File: src/ulc_pkg.sv
// Package for the USB link configuration register (lower portion).
// Assumes a 32-bit classic Wishbone slave and a 50 MHz controller clock.
`default_nettype none
package ulc_pkg;
  // Byte address of the register; byte address of the timeout readback word
  localparam logic [7:0] CFG_ONE_ADDR = 8'h84;
  localparam logic [7:0] SPEED_ADDR = 8'h8C;
  // Field positions
  localparam int U1_INIT_BIT = 10;
  localparam int U1_ACC_BIT = 9;
  localparam int LTM_BIT = 8;
  localparam int FS_LSB = 4;
  localparam int HS_LSB = 13;
  localparam int TRIM_W = 3;
  // Fallback defaults when no stored image exists
  localparam logic FB_U1_INIT = 1'b0;
  localparam logic FB_U1_ACC = 1'b1;
  localparam logic FB_LTM = 1'b0;
  localparam logic [2:0] FB_TRIM = 3'h0;
  // Timeout figures in tenths of a bit time
  localparam int TENTHS_W = 12;
  localparam logic [11:0] FS_BASE_TENTHS = 12'h0A0;
  localparam logic [11:0] FS_BASE_MIN = 12'h0A0;
  localparam logic [11:0] FS_BASE_MAX = 12'h0B4;
  localparam logic [11:0] FS_PER_CLK_TENTHS = 12'h002;
  // Wider than the 12-bit result; the sum is cut to 12 bits on purpose
  localparam logic [15:0] HS_BASE_TENTHS = 16'h1CC0;
  localparam logic [11:0] HS_PER_CLK_TENTHS = 12'h050;
  localparam logic [31:0] ZERO_WORD = 32'h0000_0000;
  localparam logic [31:0] BAD_ADDR_WORD = 32'h0000_0000;
  // Speed codes
  typedef enum logic [1:0] {ULC_SPD_FS, ULC_SPD_HS, ULC_SPD_SS} ulc_speed_e;
endpackage : ulc_pkg
`default_nettype wire

File: src/ulc_timeout_calc.sv
// Inter-packet timeout calculator: base plus trim times per-clock factor.
// Assumes the trim and speed inputs are registered by the caller.
`default_nettype none
module ulc_timeout_calc (
  // Clock and reset
  input wire logic clk_i,
  input wire logic rst_i,
  // Trim values and speed
  input wire logic [2:0] fs_trim_i,
  input wire logic [2:0] hs_trim_i,
  input wire logic full_speed_i,
  // Results: selected trim, and timeout in tenths of a bit time
  output logic [2:0] trim_sel_o,
  output logic [11:0] timeout_tenths_o
);
  logic [2:0] nxt_sel;
  logic [11:0] nxt_tout;
  logic [2:0] sel_ff;
  logic [11:0] tout_ff;

  always_comb begin
    if (full_speed_i) begin
      nxt_sel = fs_trim_i;
      nxt_tout = ulc_pkg::FS_BASE_TENTHS +
        12'(fs_trim_i) * ulc_pkg::FS_PER_CLK_TENTHS;
    end else begin
      nxt_sel = hs_trim_i;
      nxt_tout = 12'(ulc_pkg::HS_BASE_TENTHS +
        12'(hs_trim_i) * ulc_pkg::HS_PER_CLK_TENTHS);
    end
  end

  always_ff @(posedge clk_i) begin
    if (rst_i) begin
      sel_ff <= ulc_pkg::FB_TRIM;
      tout_ff <= ulc_pkg::FS_BASE_TENTHS;
    end else begin
      sel_ff <= nxt_sel;
      tout_ff <= nxt_tout;
    end
  end

  assign trim_sel_o = sel_ff;
  assign timeout_tenths_o = tout_ff;

  chk_fs_sum: assert property (@(posedge clk_i) disable iff (rst_i)
    full_speed_i |=> tout_ff == ulc_pkg::FS_BASE_TENTHS +
      12'($past(fs_trim_i)) * ulc_pkg::FS_PER_CLK_TENTHS)
    else $error("fs timeout sum wrong");
  chk_hs_pick: assert property (@(posedge clk_i) disable iff (rst_i)
    !full_speed_i |=> sel_ff == $past(hs_trim_i))
    else $error("hs trim not presented");
endmodule : ulc_timeout_calc
`default_nettype wire

File: src/ulc_config_one.sv
// USB link configuration register one, lower portion, on classic Wishbone.
// Assumes the stored image arrives on img_* with img_valid_i per load.
//
// Overview of operation
// - Self-initiate U1 only when enable bit and host set-feature both set.
// - Accept host U1 requests when acceptance bit set, regardless of others.
// - Initiation bit ignores acceptance bit; all combinations valid.
// - LTM enabled exactly while bit 8 set.
// - Bits 10..8 survive resets covered by reset protection.
// - FS trim times per-clock factor is added to FS timeout.
// - Base FS timeout lies within 16 to 18 bit times.
// - Each 60 MHz trim clock adds 0.2 FS bit times.
// - Off full speed, present HS trim to the controller.
// - Initiation and LTM default to image else zero; reload on resets.
// - Acceptance defaults to image else one; reload on resets.
// - FS trim defaults to image else zero; reload on resets.
// - Each 60 MHz HS trim clock adds 8 HS bit times.
//
// Design decisions made here: the Wishbone interface to the registers and the register addresses.
`default_nettype none
module ulc_config_one (
  // Clock and reset
  input wire logic clk_i,
  input wire logic rst_i,
  // Wishbone slave
  input wire logic cyc_i,
  input wire logic stb_i,
  input wire logic we_i,
  input wire logic [7:0] adr_i,
  input wire logic [3:0] sel_i,
  input wire logic [31:0] dat_i,
  output logic [31:0] dat_o,
  output logic ack_o,
  // Link resets and reset protection
  input wire logic usb_reset_i,
  input wire logic lite_reset_i,
  input wire logic reset_protect_i,
  // Stored configuration image
  input wire logic img_valid_i,
  input wire logic img_u1_init_i,
  input wire logic img_u1_acc_i,
  input wire logic img_ltm_i,
  input wire logic [2:0] img_fs_trim_i,
  input wire logic [2:0] img_hs_trim_i,
  // Link status
  input wire logic [1:0] speed_i,
  input wire logic host_u1_feature_i,
  input wire logic host_u1_req_i,
  input wire logic dev_u1_want_i,
  // Controller outputs
  output logic u1_initiate_o,
  output logic u1_accept_o,
  output logic latency_tolerance_msg_on_o,
  output logic [2:0] timeout_trim_o,
  output logic [11:0] timeout_tenths_o
);
  logic u1_self_initiate_allow_ff, nxt_u1_self_initiate_allow;
  logic u1_host_request_accept_ff, nxt_u1_host_request_accept;
  logic latency_tolerance_msg_on_ff, nxt_latency_tolerance_msg_on;
  logic [2:0] full_speed_timeout_trim_ff, nxt_full_speed_timeout_trim;
  logic [2:0] high_speed_timeout_trim_ff, nxt_high_speed_timeout_trim;
  // Last loaded image, so that link resets can restore it
  logic img_u1_init_ff, nxt_img_u1_init;
  logic img_u1_acc_ff, nxt_img_u1_acc;
  logic img_ltm_ff, nxt_img_ltm;
  logic [2:0] img_fs_ff, nxt_img_fs;
  logic [2:0] img_hs_ff, nxt_img_hs;
  logic ack_ff, nxt_ack;
  logic [31:0] dat_ff, nxt_dat;
  logic ini_ff, nxt_ini;
  logic acc_ff, nxt_acc;
  logic link_rst;
  logic wr_cfg;
  logic req;
  logic full_speed;
  logic [31:0] cfg_word;

  assign req = cyc_i && stb_i && !ack_ff;
  assign wr_cfg = req && we_i && adr_i == ulc_pkg::CFG_ONE_ADDR;
  assign link_rst = usb_reset_i || lite_reset_i;
  assign full_speed = speed_i == 2'(ulc_pkg::ULC_SPD_FS);

  always_comb begin
    cfg_word = ulc_pkg::ZERO_WORD;
    cfg_word[ulc_pkg::U1_INIT_BIT] = u1_self_initiate_allow_ff;
    cfg_word[ulc_pkg::U1_ACC_BIT] = u1_host_request_accept_ff;
    cfg_word[ulc_pkg::LTM_BIT] = latency_tolerance_msg_on_ff;
    cfg_word[ulc_pkg::FS_LSB +: ulc_pkg::TRIM_W] = full_speed_timeout_trim_ff;
    cfg_word[ulc_pkg::HS_LSB +: ulc_pkg::TRIM_W] = high_speed_timeout_trim_ff;
  end

  // Image capture
  always_comb begin
    nxt_img_u1_init = img_u1_init_ff;
    nxt_img_u1_acc = img_u1_acc_ff;
    nxt_img_ltm = img_ltm_ff;
    nxt_img_fs = img_fs_ff;
    nxt_img_hs = img_hs_ff;
    if (img_valid_i) begin
      nxt_img_u1_init = img_u1_init_i;
      nxt_img_u1_acc = img_u1_acc_i;
      nxt_img_ltm = img_ltm_i;
      nxt_img_fs = img_fs_trim_i;
      nxt_img_hs = img_hs_trim_i;
    end
  end

  always_ff @(posedge clk_i) begin
    if (rst_i) begin
      img_u1_init_ff <= ulc_pkg::FB_U1_INIT;
      img_u1_acc_ff <= ulc_pkg::FB_U1_ACC;
      img_ltm_ff <= ulc_pkg::FB_LTM;
      img_fs_ff <= ulc_pkg::FB_TRIM;
      img_hs_ff <= ulc_pkg::FB_TRIM;
    end else begin
      img_u1_init_ff <= nxt_img_u1_init;
      img_u1_acc_ff <= nxt_img_u1_acc;
      img_ltm_ff <= nxt_img_ltm;
      img_fs_ff <= nxt_img_fs;
      img_hs_ff <= nxt_img_hs;
    end
  end

  // Register fields; a link reset restores the image, a write by byte lane
  always_comb begin
    nxt_u1_self_initiate_allow = u1_self_initiate_allow_ff;
    nxt_u1_host_request_accept = u1_host_request_accept_ff;
    nxt_latency_tolerance_msg_on = latency_tolerance_msg_on_ff;
    nxt_full_speed_timeout_trim = full_speed_timeout_trim_ff;
    nxt_high_speed_timeout_trim = high_speed_timeout_trim_ff;
    if (img_valid_i || link_rst) begin
      // Protected bits keep their values across a covered reset
      if (!(link_rst && reset_protect_i) || img_valid_i) begin
        nxt_u1_self_initiate_allow = nxt_img_u1_init;
        nxt_u1_host_request_accept = nxt_img_u1_acc;
        nxt_latency_tolerance_msg_on = nxt_img_ltm;
      end
      nxt_full_speed_timeout_trim = nxt_img_fs;
      nxt_high_speed_timeout_trim = nxt_img_hs;
    end else if (wr_cfg) begin
      if (sel_i[1]) begin
        nxt_u1_self_initiate_allow = dat_i[ulc_pkg::U1_INIT_BIT];
        nxt_u1_host_request_accept = dat_i[ulc_pkg::U1_ACC_BIT];
        nxt_latency_tolerance_msg_on = dat_i[ulc_pkg::LTM_BIT];
        nxt_high_speed_timeout_trim =
          dat_i[ulc_pkg::HS_LSB +: ulc_pkg::TRIM_W];
      end
      if (sel_i[0]) begin
        nxt_full_speed_timeout_trim =
          dat_i[ulc_pkg::FS_LSB +: ulc_pkg::TRIM_W];
      end
    end
  end

  always_ff @(posedge clk_i) begin
    if (rst_i) begin
      u1_self_initiate_allow_ff <= ulc_pkg::FB_U1_INIT;
      u1_host_request_accept_ff <= ulc_pkg::FB_U1_ACC;
      latency_tolerance_msg_on_ff <= ulc_pkg::FB_LTM;
      full_speed_timeout_trim_ff <= ulc_pkg::FB_TRIM;
      high_speed_timeout_trim_ff <= ulc_pkg::FB_TRIM;
    end else begin
      u1_self_initiate_allow_ff <= nxt_u1_self_initiate_allow;
      u1_host_request_accept_ff <= nxt_u1_host_request_accept;
      latency_tolerance_msg_on_ff <= nxt_latency_tolerance_msg_on;
      full_speed_timeout_trim_ff <= nxt_full_speed_timeout_trim;
      high_speed_timeout_trim_ff <= nxt_high_speed_timeout_trim;
    end
  end

  // Bus answer: one wait state, unmapped reads return zero
  always_comb begin
    nxt_ack = req;
    nxt_dat = dat_ff;
    if (req && !we_i) begin
      if (adr_i == ulc_pkg::CFG_ONE_ADDR) begin
        nxt_dat = cfg_word;
      end else if (adr_i == ulc_pkg::SPEED_ADDR) begin
        nxt_dat = {20'h0_0000, timeout_tenths_o};
      end else begin
        nxt_dat = ulc_pkg::BAD_ADDR_WORD;
      end
    end
  end

  // Link-side power management outputs, registered
  always_comb begin
    nxt_ini = u1_self_initiate_allow_ff && host_u1_feature_i &&
      dev_u1_want_i;
    nxt_acc = u1_host_request_accept_ff && host_u1_req_i;
  end

  always_ff @(posedge clk_i) begin
    if (rst_i) begin
      ack_ff <= 1'b0;
      dat_ff <= ulc_pkg::ZERO_WORD;
      ini_ff <= 1'b0;
      acc_ff <= 1'b0;
    end else begin
      ack_ff <= nxt_ack;
      dat_ff <= nxt_dat;
      ini_ff <= nxt_ini;
      acc_ff <= nxt_acc;
    end
  end

  assign ack_o = ack_ff;
  assign dat_o = dat_ff;
  assign u1_initiate_o = ini_ff;
  assign u1_accept_o = acc_ff;
  assign latency_tolerance_msg_on_o = latency_tolerance_msg_on_ff;

  ulc_timeout_calc u_calc (
    .clk_i(clk_i),
    .rst_i(rst_i),
    .fs_trim_i(full_speed_timeout_trim_ff),
    .hs_trim_i(high_speed_timeout_trim_ff),
    .full_speed_i(full_speed),
    .trim_sel_o(timeout_trim_o),
    .timeout_tenths_o(timeout_tenths_o)
  );

  chk_u1_init_gate: assert property (@(posedge clk_i)
    disable iff (rst_i)
    u1_initiate_o |-> $past(u1_self_initiate_allow_ff) &&
      $past(host_u1_feature_i))
    else $error("u1 initiated without both enables");
  chk_u1_accept: assert property (@(posedge clk_i)
    disable iff (rst_i)
    u1_host_request_accept_ff && host_u1_req_i |=> u1_accept_o)
    else $error("host u1 request not accepted");
  chk_indep: assert property (@(posedge clk_i)
    disable iff (rst_i)
    wr_cfg && sel_i[1] |=> u1_self_initiate_allow_ff ==
      $past(dat_i[ulc_pkg::U1_INIT_BIT]) || $past(link_rst)
      || $past(img_valid_i))
    else $error("init bit not independent");
  chk_ltm_out: assert property (@(posedge clk_i)
    disable iff (rst_i)
    wr_cfg && sel_i[1] && !link_rst && !img_valid_i |=>
      latency_tolerance_msg_on_o == $past(dat_i[ulc_pkg::LTM_BIT]))
    else $error("ltm output mismatch");
  chk_protect_hold: assert property (@(posedge clk_i)
    disable iff (rst_i)
    link_rst && reset_protect_i && !img_valid_i |=>
      $stable(u1_self_initiate_allow_ff) &&
      $stable(u1_host_request_accept_ff) &&
      $stable(latency_tolerance_msg_on_ff))
    else $error("protected bit changed on reset");
  chk_rsvd_zero: assert property (@(posedge clk_i)
    disable iff (rst_i)
    ack_o && $past(adr_i) == ulc_pkg::CFG_ONE_ADDR && !$past(we_i)
      |-> dat_o[7] == 1'b0 && dat_o[3:2] == 2'b00)
    else $error("reserved bits read nonzero");
  chk_reload_bits: assert property (@(posedge clk_i)
    disable iff (rst_i)
    link_rst && !reset_protect_i && !img_valid_i |=>
      u1_self_initiate_allow_ff == img_u1_init_ff &&
      u1_host_request_accept_ff == img_u1_acc_ff &&
      latency_tolerance_msg_on_ff == img_ltm_ff)
    else $error("enable bits not restored");
  chk_reload_fs: assert property (@(posedge clk_i)
    disable iff (rst_i)
    link_rst && !img_valid_i |=> full_speed_timeout_trim_ff
      == img_fs_ff)
    else $error("fs trim not restored");
  chk_base_window: assert property (@(posedge clk_i)
    disable iff (rst_i)
    full_speed && full_speed_timeout_trim_ff == '0 |=>
      timeout_tenths_o >= ulc_pkg::FS_BASE_MIN &&
      timeout_tenths_o <= ulc_pkg::FS_BASE_MAX)
    else $error("fs base outside window");
  chk_trim_pick: assert property (@(posedge clk_i)
    disable iff (rst_i)
    full_speed |=> timeout_trim_o == $past(full_speed_timeout_trim_ff))
    else $error("fs trim not presented");
  chk_ack_one: assert property (@(posedge clk_i) disable iff (rst_i)
    ack_o |=> !ack_o)
    else $error("ack held two cycles");
endmodule : ulc_config_one
`default_nettype wire

File: config.mk
export PLATFORM = sky130hd
export DESIGN_NAME = ulc_config_one
export DESIGN_NICKNAME = d
export VERILOG_FILES = /design/src/ulc_pkg.sv /design/src/ulc_timeout_calc.sv /design/src/ulc_config_one.sv
export SDC_FILE = /design/constraint.sdc
export NUM_CORES = 1
export LEC_CHECK = 0
export BUFFER_PORTS_ARGS = -buffer_cell sky130_fd_sc_hd__buf_2
export CAP_MARGIN = 5
export CELL_PAD_IN_SITES_DETAIL_PLACEMENT = 1
export CELL_PAD_IN_SITES_GLOBAL_PLACEMENT = 1
export CORE_MARGIN = 1.5
export CORE_UTILIZATION = 33
export DETAILED_ROUTE_END_ITERATION = 10
export HOLD_SLACK_MARGIN = 0.05
export PLACE_DENSITY = 0.94
export RECOVER_POWER = 25
export SLEW_MARGIN = 20
export SYNTH_ARGS = -nofsm -noshare
export SYNTH_HDL_FRONTEND = slang
export SYNTH_SLANG_ARGS = --single-unit
File: constraint.sdc
create_clock -name clk_i -period 4 [get_ports clk_i]
set_clock_uncertainty 0.05 [all_clocks]
set_input_delay 0.8 -clock clk_i [delete_from_list [all_inputs] [get_ports clk_i]]
set_output_delay 0.8 -clock clk_i [all_outputs]
set_load 0.02 [all_outputs]
## Word level (Yosys, flattened, before mapping)

Cells that the tools add are included.

| word-level totals | value |
|---|---|
| flip-flop bits (word level) | 68 |
| output and inout bits | 51 |
| input port bits | 67 |

| operators by class | value |
|---|---|
| $mul | 1 |
| equal/unequal tests | 3 |
| reduce and logical (&&, ||, !) cells | 22 |
| muxes and demuxes | 27 |
| $add $sub $neg | 2 |

Operators by type and width:

| kind | number |
|---|---|
| $mux W3 | 9 |
| $mux W12 | 2 |
| $eq A8 B8 Y1 const B | 2 |
| $mux W16 | 1 |
| $mux W1 | 15 |
| $add A12 B10 Y12 const A | 1 |
| $add A8 B4 Y9 const A | 1 |
| $logic_and A1 B1 Y1 | 9 |
| $mul A3 B3 Y6 const B | 1 |
| $reduce_bool A2 Y1 | 3 |
| $reduce_and A2 Y1 | 2 |
| $logic_not A1 Y1 | 3 |
| $logic_or A1 B1 Y1 | 3 |
| $reduce_and A3 Y1 | 1 |
| $logic_not A2 Y1 | 1 |
| $ne A2 B1 Y1 const B | 1 |

## Logic depth before layout (Yosys ltp)

| depth | value |
|---|---|
| word-level depth | 6 |
| gate-level depth with buffers | 6 |
| depth with buffers taken out | 6 |

## By module

From an unflattened synthesis, not the netlist that was laid out.

| second synthesis, totals | value |
|---|---|
| cells, all modules | 239 |
| area, all modules | 2243.4 um^2 |

By module, submodules not included:

| module | instances | area each (um^2) | cells each |
|---|---|---|---|
| ulc_config_one | 1 | 1730.4 | 189 |
| ulc_timeout_calc | 1 | 513.0 | 50 |

## Worst setup path before layout

No wires, ideal clock.

| timing | value |
|---|---|
| kind | input to register |
| from | in adr_i[5] |
| to | reg latency_tolerance_msg_on_ff (netlist: latency_tolerance_msg_on_o) |
| data arrival time | 2.265 ns |
| data required time | 3.818 ns |
| library setup time | 0.132 ns |
| cell stages on the path | 4 |
| path slack | 1.553 ns |
| path buffers | 0 |
| cells stage by stage | or4b_4 or4_4 o311ai_1 a31oi_1 |

| between the ends | value |
|---|---|
| word-level cells in the longest chain between the ends | 4 |

Ends and longest elaborated chain:

| element | RTL line | source |
|---|---|---|
| start, declared | ulc_config_one.sv:29 | `input wire logic [7:0] adr_i,` |
| $eq A8 B8 Y1 | ulc_config_one.sv:79 | `assign wr_cfg = req && we_i && adr_i == ulc_pkg::CFG_ONE_ADDR;` |
| $logic_and A1 B1 Y1 | ulc_config_one.sv:79 |  |
| $reduce_bool A2 Y1 (no line) | - |  |
| $reduce_and A3 Y1 (no line) | - |  |
| end signal, assigned | ulc_config_one.sv:159 | `latency_tolerance_msg_on_ff <= ulc_pkg::FB_LTM;` |
| end signal, assigned | ulc_config_one.sv:165 | `latency_tolerance_msg_on_ff <= nxt_latency_tolerance_msg_on;` |
| end, declared | ulc_config_one.sv:59 | `logic latency_tolerance_msg_on_ff, nxt_latency_tolerance_msg_on;` |

Every way passes these cells.
A chain may end at the register's enable or synchronous reset.

==> summary.txt <==
clk_lat worst skew -> 0.30 ns
Setup TNS -> 0 ns
EDFF count, synth -> 0
initial antenna violation count -> 0
hold path endpoint -> dat_o[6]
synth warn -> 0
slowest cell delay on critical path -> 1.08 ns
Post-CTS Repair Setup Buffers -> 0
# H-tree levels -> 2
Reg-to-Reg End -> dat_o[8]
min Tclk post-route -> 2.55 ns
metal3 WL -> 283 um
Final HPWL DP -> 4390 um
cts bufs inserted -> 5
reg2reg setup slack -> 1.93 ns
Combinational Power Share -> 0.146
Die Wd -> 82.6 um
Slew Limit Fails -> 35
clock power share -> 0.299
row count -> 28
cells on worst reg2reg path -> 4
WL met2 -> 3060 um
Placed Instances -> 361
Hold Buf Count CTS -> 0
Sequential Power Share -> 0.555
largest net degree at the start of global routing -> 35
fin cells -> 369
CTS max path bufs -> 2
area leader, netlist -> dfxtp_1
worst r2r src -> ack_o
Die ar. -> 6830 um2
vias in the first global route -> 1827
violated checks -> max-capacitance violations, max-slew violations
CP Class -> in2reg
Net Sw Power -> 263 uW
CP startpoint -> rst_i
commonest cells after routing, fill and taps aside -> buf_2 (72), dfxtp_1 (49), nor2_1 (23)
CP required -> 4.14 ns
sequential area share after synthesis -> 0.469
Rel. slew slack -> -0.0118
Initial Utilization -> 0.347
total grt overflow -> 0
worst slew pin tran -> 1.52 ns
Sw Ratio -> 0.279
peak supply drop -> 0.000121 V
first-pass GRT wire length -> 8630 um
nature of the critical path startpoint -> input port
Total Wirelength -> 5640 um
vias post-DR -> 1826
share of layout cells above drive strength 1 -> 0.299
CTS Sinks -> 49
CTS clk-pin slew, worst paths -> 0.09 ns
beginning of the worst hold path -> dat_o[6]
WL met1 -> 2250 um
most common cell after layout, fill and taps aside -> buf_2
# diodes -> 0
Core Util, Final -> 0.418
Hold Path Depth -> 2
GRT Overall Usage -> 0.172
TritonCTS clock tree -> done
Mapped Area -> 2090 um2
min-delay worst type -> reg2reg
Core ar. -> 6030 um2
pwr/cell area -> 375 nW/um2
ys flop type -> dfxtp_1
DP Worst Slack -> 1.31 ns
final hold vios -> 0
Final Cycle Share -> 0.639
critical-path cell list -> clkbuf_1 > nor2_1 > and2_1 > or2_2
setup violators final -> 0
worst setup margin -> 1.45 ns
critical path's slowest cell -> clkbuf_1
fin nets -> 364
GPL Wtd Cong -> 0.777
I/O pin cnt -> 118
total of cells resized after clock tree synthesis -> 0
area grow syn2layout -> 20.5%
Max Fclk -> 391 MHz
initial DRC count -> 64
Die Y -> 82.6 um
Int Pwr -> 682 uW
Post-synth ARST share -> 0
Yosys cell types -> 37
Yosys reg bits -> 49
status -> complete, but fails checks
WL per Instance -> 15.3 um
max cap viols -> 1
top cells by area, synth -> dfxtp_1 (47%), buf_4 (6.8%), mux2i_1 (6.7%)
Static Leak -> 0.00119 uW
RSZ-0062 raised after global routing -> false
Root Buffer -> clkbuf_8
Port Buffers -> 73
Setup crit end kind -> flip-flop
fill count -> 775
Final ANT Viol Nets -> 0
drt drc -> 0
post-synth top area share -> 0.469
Mapped Cells -> 225
Max FO, Critical Path -> 34
crit path DAT -> 2.70 ns
Vias per Instance -> 4.95
max layer used -> met4
DRT Pass-1 Iters -> 4
Avg Cell Area, Syn -> 9.30 um2
per-layer routing:
metal  global-route usage  vias up
met2                0.318       55
met5                    0        -
li1                     -      894
met4               0.0500        0
met3               0.0374        5
met1                0.196      872
flip-flops by register name, summed over array words and instances (netlist names):
name / cells
high_speed_timeout_trim_ff: 3
img_fs_ff: 3
u1_accept_o: 1
latency_tolerance_msg_on_o: 1
dat_o: 14
u1_host_request_accept_ff: 1
full_speed_timeout_trim_ff: 3
img_ltm_ff: 1
u_calc.trim_sel_o: 3
img_u1_acc_ff: 1
ack_o: 1
u1_initiate_o: 1
img_u1_init_ff: 1
u_calc.timeout_tenths_o: 11
img_hs_ff: 3
u1_self_initiate_allow_ff: 1
synth_stat cells (5+ instances only):
library cell and n:
nor2_1 23, nand2_1 16, mux2i_1 14, a21o_1 5, dfxtp_1 49, a31oi_1 7
a22oi_1 5, nor4_1 5, a32oi_1 5, buf_4 19, o21ai_0 10, clkbuf_1 7
nand3_1 7, a21oi_1 7
final cells by class:
| cell class | instances | area (um2) | share of cell area |
|---|---|---|---|
| timing repair buffer | 73 | 364 | 0.144 |
| multi-input combinational | 160 | 980 | 0.389 |
| sequential | 49 | 981 | 0.389 |
| tap | 75 | 93.8 | 0.0372 |
| clock inverter | 3 | 17.5 | 0.00695 |
| inverter | 4 | 15.0 | 0.00596 |
| clock buffer | 5 | 68.8 | 0.0273 |
power by group through the flow:
stage	logic [uW]	registers (uW)	clock network [uW]
after floorplan	92.6	543	0
after global placement	132	536	0
after detailed placement	138	537	0
after CTS	139	525	292
after global routing	152	527	315
final	138	525	283
worst max-delay path by stage:
stage,to,slack (ns),cells after the start
CTS,u1_self_initiate_allow_ff,1.64,5
floorplan,latency_tolerance_msg_on_o,1.55,4
global placement,u1_self_initiate_allow_ff,1.37,5
detailed placement,u1_self_initiate_allow_ff,1.31,5
global route,u_calc.trim_sel_o[0],1.29,4
finish,u_calc.trim_sel_o[0],1.45,4
logic make-up after synthesis:
kind of cell	after synthesis	synth area share
compound gates	44	0.139
fa+ha+maj	4	0.0239
other cells	1	0.00179
flops	49	0.469
xor+xnor	2	0.00837
buf+inv	34	0.0951
mux	14	0.0670
simple gates	77	0.196
through the flow:
step	power [uW]	hold slack (ns)	instance area (um2)
final	945	0.418	2520
after global routing	994	0.437	2520
after detailed placement	675	0.406	2430
after CTS	956	0.427	2520
after floorplan	636	0.372	2160
after global placement	667	0.379	2430
worst max-delay path: cells and delay by family:
family,cells,cell delay [ns]
and+or+nand+nor,3,0.81
buffers and inverters,1,1.08
(Power assumes the default switching activity.)
